--- config.mk ---
export PLATFORM = sky130hd
export DESIGN_NAME = tx_fifo_write_clock_select
export DESIGN_NICKNAME = d
export VERILOG_FILES = /design/src/hw/txclk_pkg.sv /design/src/hw/tx_fifo_write_clock_select.sv
export SDC_FILE = /design/constraint.sdc
export NUM_CORES = 1
export LEC_CHECK = 0
export BUFFER_PORTS_ARGS = -buffer_cell sky130_fd_sc_hd__buf_2
export CAP_MARGIN = 30
export CORE_MARGIN = 2
export CORE_UTILIZATION = 40
export DETAILED_ROUTE_END_ITERATION = 10
export SLEW_MARGIN = 5
export SYNTH_ARGS = -nofsm -noshare
export SYNTH_HDL_FRONTEND = slang
export SYNTH_SLANG_ARGS = --single-unit
--- constraint.sdc ---
create_clock -name REF_CLK -period 5.9 [get_ports REF_CLK]
set_clock_uncertainty 0.15 [all_clocks]
set_input_delay 1.18 -clock REF_CLK [delete_from_list [all_inputs] [get_ports REF_CLK]]
set_output_delay 1.18 -clock REF_CLK [all_outputs]
set_load 0.01 [all_outputs]
--- src/hw/txclk_pkg.sv ---
// shared constants for the transmitter fifo clock-select block
package txclk_pkg;
  // apb geometry
  localparam int unsigned APB_AW = 12;
  localparam int unsigned APB_DW = 32;
  // register byte offsets
  localparam logic [11:0] OFF_CTRL = 12'h000;
  localparam logic [11:0] OFF_USER_EN = 12'h004;
  localparam logic [11:0] OFF_LEAD = 12'h008;
  localparam logic [11:0] OFF_STATUS = 12'h00c;
  localparam logic [11:0] OFF_SEL = 12'h010;
  // ctrl fields
  localparam int unsigned CTRL_MODE_LSB = 0;
  localparam int unsigned CTRL_BSER_BIT = 2;
  // status fields
  localparam int unsigned STAT_LVL_LSB = 0;
  localparam int unsigned STAT_OVF_BIT = 8;
  localparam int unsigned STAT_UNF_BIT = 9;
  // sel readback fields
  localparam int unsigned SEL_RD_LSB = 16;
  // bonding modes
  localparam logic [1:0] MODE_NB = 2'h0;
  localparam logic [1:0] MODE_X4 = 2'h1;
  localparam logic [1:0] MODE_X8 = 2'h2;
  // write-clock source codes
  localparam logic [1:0] WR_SRC_CH_CLKOUT = 2'h0;
  localparam logic [1:0] WR_SRC_CORE = 2'h1;
  localparam logic [1:0] WR_SRC_MASTER_CORE = 2'h2;
  localparam logic [1:0] WR_SRC_USER = 2'h3;
  // read-clock source codes
  localparam logic [1:0] RD_SRC_LOCAL_DIV = 2'h0;
  localparam logic [1:0] RD_SRC_MULT_ZERO = 2'h1;
  localparam logic [1:0] RD_SRC_MASTER_MULT_ZERO = 2'h2;
  // reset values
  localparam logic [1:0] MODE_RST = 2'h0;
  localparam logic [31:0] LEAD_RST = 32'h0000_0000;
  // data path
  localparam int unsigned FIFO_W = 32;
  localparam int unsigned FIFO_DEPTH = 16;
endpackage

--- src/hw/tx_fifo_write_clock_select.sv ---
// transmitter phase compensation fifo with write and read clock selection
//
// Implementation choices: the APB interface to the registers and the register addresses.
`timescale 1ns/1ps
// Functional notes
// - In x4 bonding all four channels write the fifo on the bonded core clock.
// - In x8 bonding all eight channels write the fifo on the master block's core clock.
// - Non-bonded identical channels in a block share one channel clock output as write clock.
// - An enabled user write-clock input overrides the default choice for that channel.
// - Non-bonded read clock is the local divider clock, halved with byte serialization.
// - x4 read clock is the block's first multiplier divider clock, halved with serialization.
// - x8 read clock is the master block's first multiplier divider clock, halved likewise.
// - Each channel forwards its channel clock, or the core clock when bonded, to fabric.

// ----------------------------------------------------------------
// fifo
// ----------------------------------------------------------------
module tx_phase_fifo #(
  parameter int unsigned W = 32,
  parameter int unsigned DEPTH = 16
) (
  // clock and reset
  input wire logic clk,
  input wire logic rst_n,
  // fill side
  input wire logic [W-1:0] in_data,
  input wire logic in_valid,
  output logic in_ready,
  // drain side
  output logic [W-1:0] out_data,
  output logic out_valid,
  input wire logic out_ready,
  // fill level
  output logic [$clog2(DEPTH):0] level
);
  localparam int unsigned PW = $clog2(DEPTH);
  localparam logic [PW:0] DEPTH_C = (PW+1)'(DEPTH);
  localparam logic [PW-1:0] LAST_C = PW'(DEPTH - 1);
  logic [W-1:0] mem [DEPTH];
  logic [PW-1:0] wr_ptr_q;
  logic [PW-1:0] rd_ptr_q;
  logic [PW:0] count_q;
  logic push;
  logic pop;

  function automatic logic [PW-1:0] bump(input logic [PW-1:0] p);
    bump = (p == LAST_C) ? '0 : p + 1'b1;
  endfunction

  // honest full and empty, back-pressure reaches the source
  assign in_ready = (count_q != DEPTH_C);
  assign out_valid = (count_q != '0);
  assign push = in_valid && in_ready;
  assign pop = out_valid && out_ready;
  assign out_data = mem[rd_ptr_q];
  assign level = count_q;

  // storage has no reset, only pointers and count do
  always_ff @(posedge clk)
  begin
    if (push)
    begin
      mem[wr_ptr_q] <= in_data;
    end
  end

  // pointers and occupancy
  always_ff @(posedge clk or negedge rst_n)
  begin
    if (!rst_n)
    begin
      wr_ptr_q <= '0;
      rd_ptr_q <= '0;
      count_q <= '0;
    end
    else
    begin
      if (push)
      begin
        wr_ptr_q <= bump(wr_ptr_q);
      end
      if (pop)
      begin
        rd_ptr_q <= bump(rd_ptr_q);
      end
      if (push && !pop)
      begin
        count_q <= count_q + 1'b1;
      end
      else if (pop && !push)
      begin
        count_q <= count_q - 1'b1;
      end
    end
  end
endmodule

// ----------------------------------------------------------------
// clock-select top
// ----------------------------------------------------------------
module tx_fifo_write_clock_select #(
  parameter int unsigned NUM_CH = 4,
  parameter int unsigned DATA_W = txclk_pkg::FIFO_W,
  parameter int unsigned DEPTH = txclk_pkg::FIFO_DEPTH
) (
  // clock and reset
  input wire logic REF_CLK,
  input wire logic RESET_N,
  // apb slave
  input wire logic PSEL,
  input wire logic PENABLE,
  input wire logic PWRITE,
  input wire logic [txclk_pkg::APB_AW-1:0] PADDR,
  input wire logic [txclk_pkg::APB_DW-1:0] PWDATA,
  output logic [txclk_pkg::APB_DW-1:0] PRDATA,
  output logic PREADY,
  output logic PSLVERR,
  // fabric write side
  input wire logic [DATA_W-1:0] TX_DATA,
  input wire logic TX_VALID,
  output logic TX_READY,
  // pcs read side
  output logic [DATA_W-1:0] PCS_DATA,
  output logic PCS_VALID,
  input wire logic PCS_READY,
  // clock selection, two bits per channel, plus one shared read divide-by-two bit
  output logic [2*NUM_CH-1:0] WR_CLK_SEL,
  output logic [2*NUM_CH-1:0] WR_CLK_LEAD,
  output logic [2*NUM_CH-1:0] RD_CLK_SEL,
  output logic [2*NUM_CH-1:0] FWD_CLK_SEL,
  output logic RD_CLK_DIV2
);
  import txclk_pkg::*;

  localparam int unsigned LW = $clog2(DEPTH) + 1;
  logic [1:0] mode_q;
  logic bser_q;
  logic [NUM_CH-1:0] user_en_q;
  logic [2*NUM_CH-1:0] lead_q;
  logic ovf_q;
  logic unf_q;
  logic rd_phase_q;
  logic [APB_DW-1:0] prdata_q;
  logic [2*NUM_CH-1:0] wr_sel_d;
  logic [2*NUM_CH-1:0] rd_sel_d;
  logic [2*NUM_CH-1:0] fwd_sel_d;
  logic [LW-1:0] level;
  logic fifo_valid;
  logic rd_slot;
  logic pop;
  logic setup;
  logic wr_acc;
  logic mapped;
  logic ovf_evt;
  logic unf_evt;

  // write mux: user input wins, otherwise bonding decides
  function automatic logic [1:0] wr_src(input logic [1:0] mode, input logic user);
    if (user)
      wr_src = WR_SRC_USER;
    else if (mode == MODE_X4)
      wr_src = WR_SRC_CORE;
    else if (mode == MODE_X8)
      wr_src = WR_SRC_MASTER_CORE;
    else
      wr_src = WR_SRC_CH_CLKOUT;
  endfunction

  // read clock source, independent of the user write input
  function automatic logic [1:0] rd_src(input logic [1:0] mode);
    if (mode == MODE_X4)
      rd_src = RD_SRC_MULT_ZERO;
    else if (mode == MODE_X8)
      rd_src = RD_SRC_MASTER_MULT_ZERO;
    else
      rd_src = RD_SRC_LOCAL_DIV;
  endfunction

  // apb decode; zero wait states keeps the master simple
  assign setup = PSEL && !PENABLE;
  assign wr_acc = PSEL && PENABLE && PWRITE;
  assign mapped = (PADDR == OFF_CTRL) || (PADDR == OFF_USER_EN) || (PADDR == OFF_LEAD)
                  || (PADDR == OFF_STATUS) || (PADDR == OFF_SEL);
  assign PREADY = 1'b1;
  assign PSLVERR = PSEL && PENABLE && !mapped;
  assign PRDATA = prdata_q;

  // control registers; reserved mode 3 behaves as non-bonded
  always_ff @(posedge REF_CLK or negedge RESET_N)
  begin
    if (!RESET_N)
    begin
      mode_q <= MODE_RST;
      bser_q <= 1'b0;
      user_en_q <= '0;
      lead_q <= LEAD_RST[2*NUM_CH-1:0];
    end
    else if (wr_acc)
    begin
      if (PADDR == OFF_CTRL)
      begin
        mode_q <= PWDATA[CTRL_MODE_LSB +: 2];
        bser_q <= PWDATA[CTRL_BSER_BIT];
      end
      if (PADDR == OFF_USER_EN)
      begin
        user_en_q <= PWDATA[NUM_CH-1:0];
      end
      if (PADDR == OFF_LEAD)
      begin
        lead_q <= PWDATA[2*NUM_CH-1:0];
      end
    end
  end

  // per-channel selection
  always_comb
  begin
    for (int i = 0; i < NUM_CH; i++)
    begin
      wr_sel_d[2*i +: 2] = wr_src(mode_q, user_en_q[i]);
      rd_sel_d[2*i +: 2] = rd_src(mode_q);
      fwd_sel_d[2*i +: 2] = wr_src(mode_q, 1'b0);
    end
  end

  // selection outputs come from flops so the clock muxes see no glitches
  always_ff @(posedge REF_CLK or negedge RESET_N)
  begin
    if (!RESET_N)
    begin
      WR_CLK_SEL <= '0;
      WR_CLK_LEAD <= '0;
      RD_CLK_SEL <= '0;
      FWD_CLK_SEL <= '0;
      RD_CLK_DIV2 <= 1'b0;
    end
    else
    begin
      WR_CLK_SEL <= wr_sel_d;
      WR_CLK_LEAD <= lead_q;
      RD_CLK_SEL <= rd_sel_d;
      FWD_CLK_SEL <= fwd_sel_d;
      RD_CLK_DIV2 <= bser_q;
    end
  end

  // halved read rate: a read slot every other cycle under byte serialization
  always_ff @(posedge REF_CLK or negedge RESET_N)
  begin
    if (!RESET_N)
    begin
      rd_phase_q <= 1'b0;
    end
    else
    begin
      rd_phase_q <= bser_q ? !rd_phase_q : 1'b0;
    end
  end

  assign rd_slot = !bser_q || rd_phase_q;
  assign pop = PCS_VALID && PCS_READY;
  assign PCS_VALID = fifo_valid && rd_slot;

  tx_phase_fifo #(
    .W(DATA_W),
    .DEPTH(DEPTH)
  ) u_fifo (
    .clk(REF_CLK),
    .rst_n(RESET_N),
    .in_data(TX_DATA),
    .in_valid(TX_VALID),
    .in_ready(TX_READY),
    .out_data(PCS_DATA),
    .out_valid(fifo_valid),
    .out_ready(PCS_READY && rd_slot),
    .level(level)
  );

  // rate mismatch shows as write-while-full or read-slot-while-empty
  assign ovf_evt = TX_VALID && !TX_READY;
  assign unf_evt = PCS_READY && rd_slot && !fifo_valid;

  // sticky flags, write one to clear; a new event wins over the clear
  always_ff @(posedge REF_CLK or negedge RESET_N)
  begin
    if (!RESET_N)
    begin
      ovf_q <= 1'b0;
      unf_q <= 1'b0;
    end
    else
    begin
      if (ovf_evt)
        ovf_q <= 1'b1;
      else if (wr_acc && PADDR == OFF_STATUS && PWDATA[STAT_OVF_BIT])
        ovf_q <= 1'b0;
      if (unf_evt)
        unf_q <= 1'b1;
      else if (wr_acc && PADDR == OFF_STATUS && PWDATA[STAT_UNF_BIT])
        unf_q <= 1'b0;
    end
  end

  // read data captured in setup, presented through the access phase
  always_ff @(posedge REF_CLK or negedge RESET_N)
  begin
    if (!RESET_N)
    begin
      prdata_q <= '0;
    end
    else if (setup)
    begin
      prdata_q <= '0;
      case (PADDR)
        OFF_CTRL:
        begin
          prdata_q[CTRL_MODE_LSB +: 2] <= mode_q;
          prdata_q[CTRL_BSER_BIT] <= bser_q;
        end
        OFF_USER_EN: prdata_q[NUM_CH-1:0] <= user_en_q;
        OFF_LEAD: prdata_q[2*NUM_CH-1:0] <= lead_q;
        OFF_STATUS:
        begin
          prdata_q[STAT_LVL_LSB +: LW] <= level;
          prdata_q[STAT_OVF_BIT] <= ovf_q;
          prdata_q[STAT_UNF_BIT] <= unf_q;
        end
        OFF_SEL:
        begin
          prdata_q[2*NUM_CH-1:0] <= WR_CLK_SEL;
          prdata_q[SEL_RD_LSB +: 2*NUM_CH] <= RD_CLK_SEL;
        end
        default: prdata_q <= '0;
      endcase
    end
  end

  // ----------------------------------------------------------------
  // checks
  // ----------------------------------------------------------------
  for (genvar g = 0; g < NUM_CH; g++)
  begin : g_chk
    a_user_override: assert property (@(posedge REF_CLK) disable iff (!RESET_N)
      user_en_q[g] |=> WR_CLK_SEL[2*g +: 2] == WR_SRC_USER)
      else $error("user write clock not selected");
    a_x4_core_sel: assert property (@(posedge REF_CLK) disable iff (!RESET_N)
      (mode_q == MODE_X4 && !user_en_q[g]) |=> WR_CLK_SEL[2*g +: 2] == WR_SRC_CORE)
      else $error("x4 write clock not core clock");
    a_x8_master_sel: assert property (@(posedge REF_CLK) disable iff (!RESET_N)
      (mode_q == MODE_X8 && !user_en_q[g]) |=> WR_CLK_SEL[2*g +: 2] == WR_SRC_MASTER_CORE)
      else $error("x8 write clock not master core clock");
    a_nb_shared_lead: assert property (@(posedge REF_CLK) disable iff (!RESET_N)
      (mode_q == MODE_NB && !user_en_q[g])
      |=> WR_CLK_SEL[2*g +: 2] == WR_SRC_CH_CLKOUT && WR_CLK_LEAD == $past(lead_q))
      else $error("non-bonded write clock not shared channel clock");
    a_default_mux: assert property (@(posedge REF_CLK) disable iff (!RESET_N)
      !user_en_q[g] |=> WR_CLK_SEL[2*g +: 2] == FWD_CLK_SEL[2*g +: 2])
      else $error("default write clock differs from forwarded clock");
    a_rd_source: assert property (@(posedge REF_CLK) disable iff (!RESET_N)
      (mode_q == MODE_X4) [*2] |-> RD_CLK_SEL[2*g +: 2] == RD_SRC_MULT_ZERO)
      else $error("x4 read clock not first multiplier divider");
    a_rd_master_x8: assert property (@(posedge REF_CLK) disable iff (!RESET_N)
      (mode_q == MODE_X8) [*2] |-> RD_CLK_SEL[2*g +: 2] == RD_SRC_MASTER_MULT_ZERO)
      else $error("x8 read clock not master first multiplier divider");
    a_fwd_bonded: assert property (@(posedge REF_CLK) disable iff (!RESET_N)
      (mode_q == MODE_X8) |=> FWD_CLK_SEL[2*g +: 2] == WR_SRC_MASTER_CORE)
      else $error("bonded channel does not forward core clock");
  end

  a_rd_local_nb: assert property (@(posedge REF_CLK) disable iff (!RESET_N)
    (mode_q == MODE_NB) |=> RD_CLK_SEL[1:0] == RD_SRC_LOCAL_DIV && RD_CLK_DIV2 == $past(bser_q))
    else $error("non-bonded read clock wrong");
  a_half_rate: assert property (@(posedge REF_CLK) disable iff (!RESET_N)
    (bser_q && $past(bser_q) && pop) |=> !pop)
    else $error("read faster than half rate");
  a_ovf_sticky: assert property (@(posedge REF_CLK) disable iff (!RESET_N)
    (ovf_evt ##1 !(wr_acc && PADDR == OFF_STATUS && PWDATA[STAT_OVF_BIT])) |-> ovf_q ##1 ovf_q)
    else $error("overflow flag lost");
  a_unf_sticky: assert property (@(posedge REF_CLK) disable iff (!RESET_N)
    unf_evt |=> unf_q)
    else $error("underrun flag lost");
endmodule

Word-level counts from Yosys, hierarchy flattened
Memories as Yosys holds them, arrays and structs flattened.
Index checks and enable logic that the tools add are counted.
{ "word_totals": {"reg_bits": 74, "latchBits": 0, "ram_bits": 512, "romBits": 0, "word_cells": 88, "n_memories": 1} }
{ "op_classes": {"n_addsub": 4, "n_mul": 0, "div_mod_pow": 0, "order_cmp": 0, "n_eq_ne": 9, "n_shift": 0, "n_mux": 23, "bitwise_logic": 0, "n_reduce_logical": 36} }
{ "memory_table": {"columns": ["memory", "words", "width", "read_ports", "rd_clocked_by_memory_dff", "write_ports", "line", "source"], "rows": [
  ["u_fifo.mem", 16, 32, 1, 0, 1, "tx_fifo_write_clock_select.sv:39", "logic [W-1:0] mem [DEPTH];"]
]} }
{ "op_table": {"columns": ["cell", "count"], "rows": [
  ["$eq 12x4->1 const B", 2],
  ["$logic_and 1x1->1", 15],
  ["$pmux 3 s5", 1],
  ["$mux 2", 7],
  ["$eq 12x3->1 const B", 1],
  ["$eq 12x5->1 const B", 1],
  ["$logic_not 12->1", 1],
  ["$mux 5", 2],
  ["$add 4x1->4 const B", 2],
  ["$eq 4x4->1 const B", 2],
  ["$logic_not 1->1", 8],
  ["$mux 4", 2],
  ["$mux 8", 1],
  ["$mux 1", 7],
  ["$pmux 3 s2", 1],
  ["$reduce_and 2->1", 3],
  ["$reduce_bool 2->1", 3],
  ["$add 5x1->5 const B", 1],
  ["$logic_or 1x1->1", 5],
  ["$ne 5x5->1 const B", 1],
  ["$reduce_bool 5->1", 1],
  ["$sub 5x1->5 const B", 1],
  ["$pmux 1 s4", 1],
  ["$pmux 1 s3", 1],
  ["other kinds (2)", 2]
]} }

Depth between registers and ports, before layout
{ "logic_depth": {"depth_word": 7, "mapped_depth": 10} }

Modules after synthesis
From an unflattened synthesis, not the netlist that was laid out.
{ "unflattened": {"hier_cells": 1076, "hier_area_um2": 22300.1} }
{ "modules_own_cells": {"columns": ["mod", "instances", "cells_each", "area_per_inst_um2", "seq_area_each_um2"], "rows": [
  ["tx_phase_fifo", 1, 884, 20004.2, 15700.1],
  ["tx_fifo_write_clock_select", 1, 192, 2296.0, 1226.2]
]} }

Worst setup path after synthesis
Ideal clock, no wire load.
{ "synth_path": {"path_kind": "input to register", "startpoint": "input TX_VALID", "endpoint": "memory u_fifo.mem[0][0], enable pin", "setup_ns": 0.461, "arrival_time_ns": 4.025, "required_time_ns": 5.289, "slack_ns": 1.264, "path_stages": 4, "path_cell_list": "a21boi_0 > clkbuf_1 > nand2_1 > nor3_1"} }
{ "synth_via": {"elab_chain_len": 3} }
{ "synth_lines": {"columns": ["element", "line", "source"], "rows": [
  ["from (decl)", "tx_fifo_write_clock_select.sv:120", "input wire logic TX_VALID,"],
  ["$logic_and 1x1->1", "tx_fifo_write_clock_select.sv:53", "assign push = in_valid && in_ready;"],
  ["net u_fifo.push", "tx_fifo_write_clock_select.sv:43", "logic push;"],
  ["$mux 1", "tx_fifo_write_clock_select.sv:61", "if (push)"],
  ["$mux 1 (not written as such)", "tx_fifo_write_clock_select.sv:63", "mem[wr_ptr_q] <= in_data;"],
  ["to (decl)", "tx_fifo_write_clock_select.sv:39", null]
]} }
The timed path passes the listed nets, and every way through them passes these cells.

Final worst setup path
{ "layout_path": {"startpoint": "register u_fifo.rd_ptr_q[1]", "endpoint": "output PCS_DATA[16]"} }
{ "layout_via": {"elab_chain_len": 1} }
{ "layout_lines": {"columns": ["element", "line", "source"], "rows": [
  ["from (decl)", "tx_fifo_write_clock_select.sv:41", "logic [PW-1:0] rd_ptr_q;"],
  ["from (signal assigned)", "tx_fifo_write_clock_select.sv:84", "rd_ptr_q <= bump(rd_ptr_q);"],
  ["$mem_v2 16x32", null, null],
  ["to (decl)", "tx_fifo_write_clock_select.sv:123", "output logic [DATA_W-1:0] PCS_DATA,"]
]} }
No other way between the ends.

==> flow_summary.yaml <==
clocking:
  clk_latency_ns: 0.60
  cts_setup_buffers: 0
  cts_hold_buf: 0
  cts.sink_count: 574
  path_clk_slew_ns: 0.06
  cts_tree: "yes"
  numCtsBuffers: 58
  cts_max_level: 2
  cts-root-buf: "clkbuf_16"
  clk_path_buf_depth: 3
  cts_resized: 0
yosys:
  synth_top_family_by_area: "multiplexers"
  synth_edf_count: 512
  ys.flop_type: "edfxtp_1"
  ys_seq_area_frac: 0.754
  synthSimpleGateAreaFrac: 0.0217
  async_flop_share: 0.108
  syn_area_sq_um: 22400
  synth.most_common_cell: "edfxtp_1"
  synth_cells: 1139
  synth_area_leader_cell: "edfxtp_1"
  synth_area_leaders: "edfxtp_1 68%, mux4_2 9.9%, dfrtp_1 6.9%"
  muxShareOfSynthArea: 0.142
  synth_compound_area_frac: 0.0483
  synth_cell_types: 45
  yosysWarnings: 0
  yosys.area_share.adder: 0.00591
  yosysTopAreaCellShare: 0.685
  avgSynthCellArea_sq_um: 19.7
  synth_seq_cells: 574
  yosys.area_share.xor_xnor: 0.00234
  yosys-top-cells-count: "512 x edfxtp_1, 99 x mux4_2, 75 x mux2i_1"
timing:
  slew_headroom: 0.340
  hold_violations: 0
  maxSlewViolCount: 0
  rsz0062_at_grt: "no"
  post-route-min-period_ns: 4.81
  setup_ws_ns: 1.09
  fin_tns_setup_ns: 0
  period_share: 0.816
  worst_slew_pin_slew_ns: 0.990
  fmax_ghz: 0.208
  setup_viol_count_final: 0
flow_run:
  drv_cap: 0
grt:
  track_usage: 0.178
  grt_first_pass_wirelength_um: 75000
  first_global_vias: 11600
  grt_max_degree: 70
  grt_antenna_before_repair: 3
  grt_overflow: 0
floorplan:
  start_util: 0.406
  io_pins: 184
  die_w_um: 241
  die_h_um: 241
  fp.dieArea_sq_um: 58000
  rows: 86
  core_area_sq_um: 55300
detailed_routing:
  wl_per_cell_um: 24.2
  drt_iter0_drc: 1070
  via_per_inst: 5.41
  drc: 0
  drt_pass1_iterations: 5
  ant_nets: 0
  totalWireLength_um: 50600
  num_vias: 11300
placed_design:
  place_ws_ns: 1.76
  dp_hpwl_um: 28800
  io_buffer_count: 146
  gp_congestion: 0.755
  dpl-instance-area_sq_um: 24200
critical_path:
  r2r_end: "u_fifo.level[4]"
  cp-start-kind: "register"
  critPathKind: "register to output pin"
  worstSetupEndpointType: "output pin"
  cp_max_fo: 47
  required_ns: 4.57
  r2r_start: "u_fifo.level[1]"
  cp-startpoint: "u_fifo.rd_ptr_q[1]"
  ff2ff_setup_slack_ns: 2.58
  r2r_cells: 10
  arrival_ns: 3.48
  crit_end: "PCS_DATA[16]"
pwr:
  power_switching_share: 0.310
  clockPowerShare: 0.287
  leakage_nw: 8.95
  power.density_nw_per_um2: 454
  comb_power_share: 0.278
  power_mw: 11.8
  ir_worst_vdd_uv: 387
  p_seq_frac: 0.435
  internal_power_mw: 8.12
  switchingPower_mw: 3.66
min_path:
  worstHoldPathType: "register to register"
layout:
  drive_above_1_share: 0.296
  finish.utilization: 0.469
  fin_area_sq_um: 25900
  syn2layout_area_growth_pct: 15.4
  final_nets: 1392
  n_antenna_cell: 0
run_status:
  outcome: "finished clean"
==> routing by layer <==
layer	share of wire	global-route usage
met5	0.00053	0
met4	0.020	0.0507
met3	0.050	0.0272
met2	0.50	0.296
met1	0.43	0.243
==> flip-flops by register name, summed over array words and instances, names as in the netlist, 2 cells and up <==
signal	flops
PRDATA	12
WR_CLK_LEAD	8
lead_q	8
u_fifo.level	5
WR_CLK_SEL	8
FWD_CLK_SEL	2
user_en_q	4
mode_q	2
u_fifo.wr_ptr_q	4
u_fifo.rd_ptr_q	4
u_fifo.mem	512
==> worst max-delay path: stages (launching register included) <==
cell and delay [ns]:
dfrtp_4 0.78, buf_4 0.47, buf_16 0.31, mux4_2 0.25, a21oi_1 0.06, o21ai_0 0.68
buf_2 0.26
==> final cells by class <==
type,instances,area [sq um]
Fill cell,4703,29400
Sequential cell,574,16900
Multi-Input combinational cell,475,5130
Clock buffer,78,1560
Timing Repair Buffer,181,1140
Tap cell,748,936
Clock inverter,26,180
Inverter,9,33.8
==> stage by stage <==
step | hold slack, ns | instances
2_1_floorplan | 0.215 | 1152
3_3_place_gp | 0.248 | 1980
3_5_place_dp | 0.253 | 1987
4_1_cts | 0.266 | 2091
5_1_grt | 0.278 | 2091
6_report | 0.259 | 2091
==> cell families after synthesis <==
group | Yosys count
other | 2
and+or+nand+nor | 89
muxes | 193
buffers and inverters | 103
DFF | 574
adders and majority gates | 10
AOI/OAI and AO/OA | 162
xor gates and xnor gates | 6
==> cell usage in the layout, fill, tap and decap left out, types with 6 or more instances in the layout <==
master | netlist | layout
edfxtp_1 | 512 | 512
buf_2 | 18 | 146
mux4_2 | 99 | 99
mux2i_1 | 75 | 75
dfrtp_1 | 62 | 59
clkbuf_16 | 0 | 59
o21ai_0 | 46 | 46
a22oi_1 | 39 | 39
a21oi_1 | 28 | 28
buf_4 | 41 | 26
nand2_1 | 22 | 22
a221oi_1 | 22 | 22
mux2_2 | 19 | 19
clkbuf_1 | 32 | 18
nand2b_1 | 16 | 16
conb_1 | 2 | 15
clkinv_1 | 0 | 15
nor2_4 | 0 | 12
a32oi_1 | 10 | 10
inv_1 | 9 | 9
ha_1 | 9 | 9
clkinv_2 | 0 | 7
nor2_1 | 18 | 6
nand3_1 | 6 | 6
==> power by group through the flow <==
stage	sequential (mW)	clock, mW	combinational, mW
6_report	5.12	3.38	3.28
5_1_grt	5.16	3.61	3.56
4_1_cts	5.13	3.46	3.36
3_5_place_dp	5.21	0	3.34
3_3_place_gp	5.19	0	3.29
2_1_floorplan	4.99	0	2.31
==> worst min path at each step <==
stage | start | endpoint | slack, ns | cells past startpoint
after CTS | lead_q[1] | WR_CLK_LEAD[1] | 0.27 | 0
after detailed placement | lead_q[1] | WR_CLK_LEAD[1] | 0.25 | 0
after global placement | lead_q[3] | WR_CLK_LEAD[3] | 0.25 | 0
after global routing | lead_q[1] | WR_CLK_LEAD[1] | 0.28 | 0
final | lead_q[1] | WR_CLK_LEAD[1] | 0.26 | 0
after floorplan | lead_q[1] | WR_CLK_LEAD[1] | 0.22 | 0
Power figures use the tool's default switching activity.
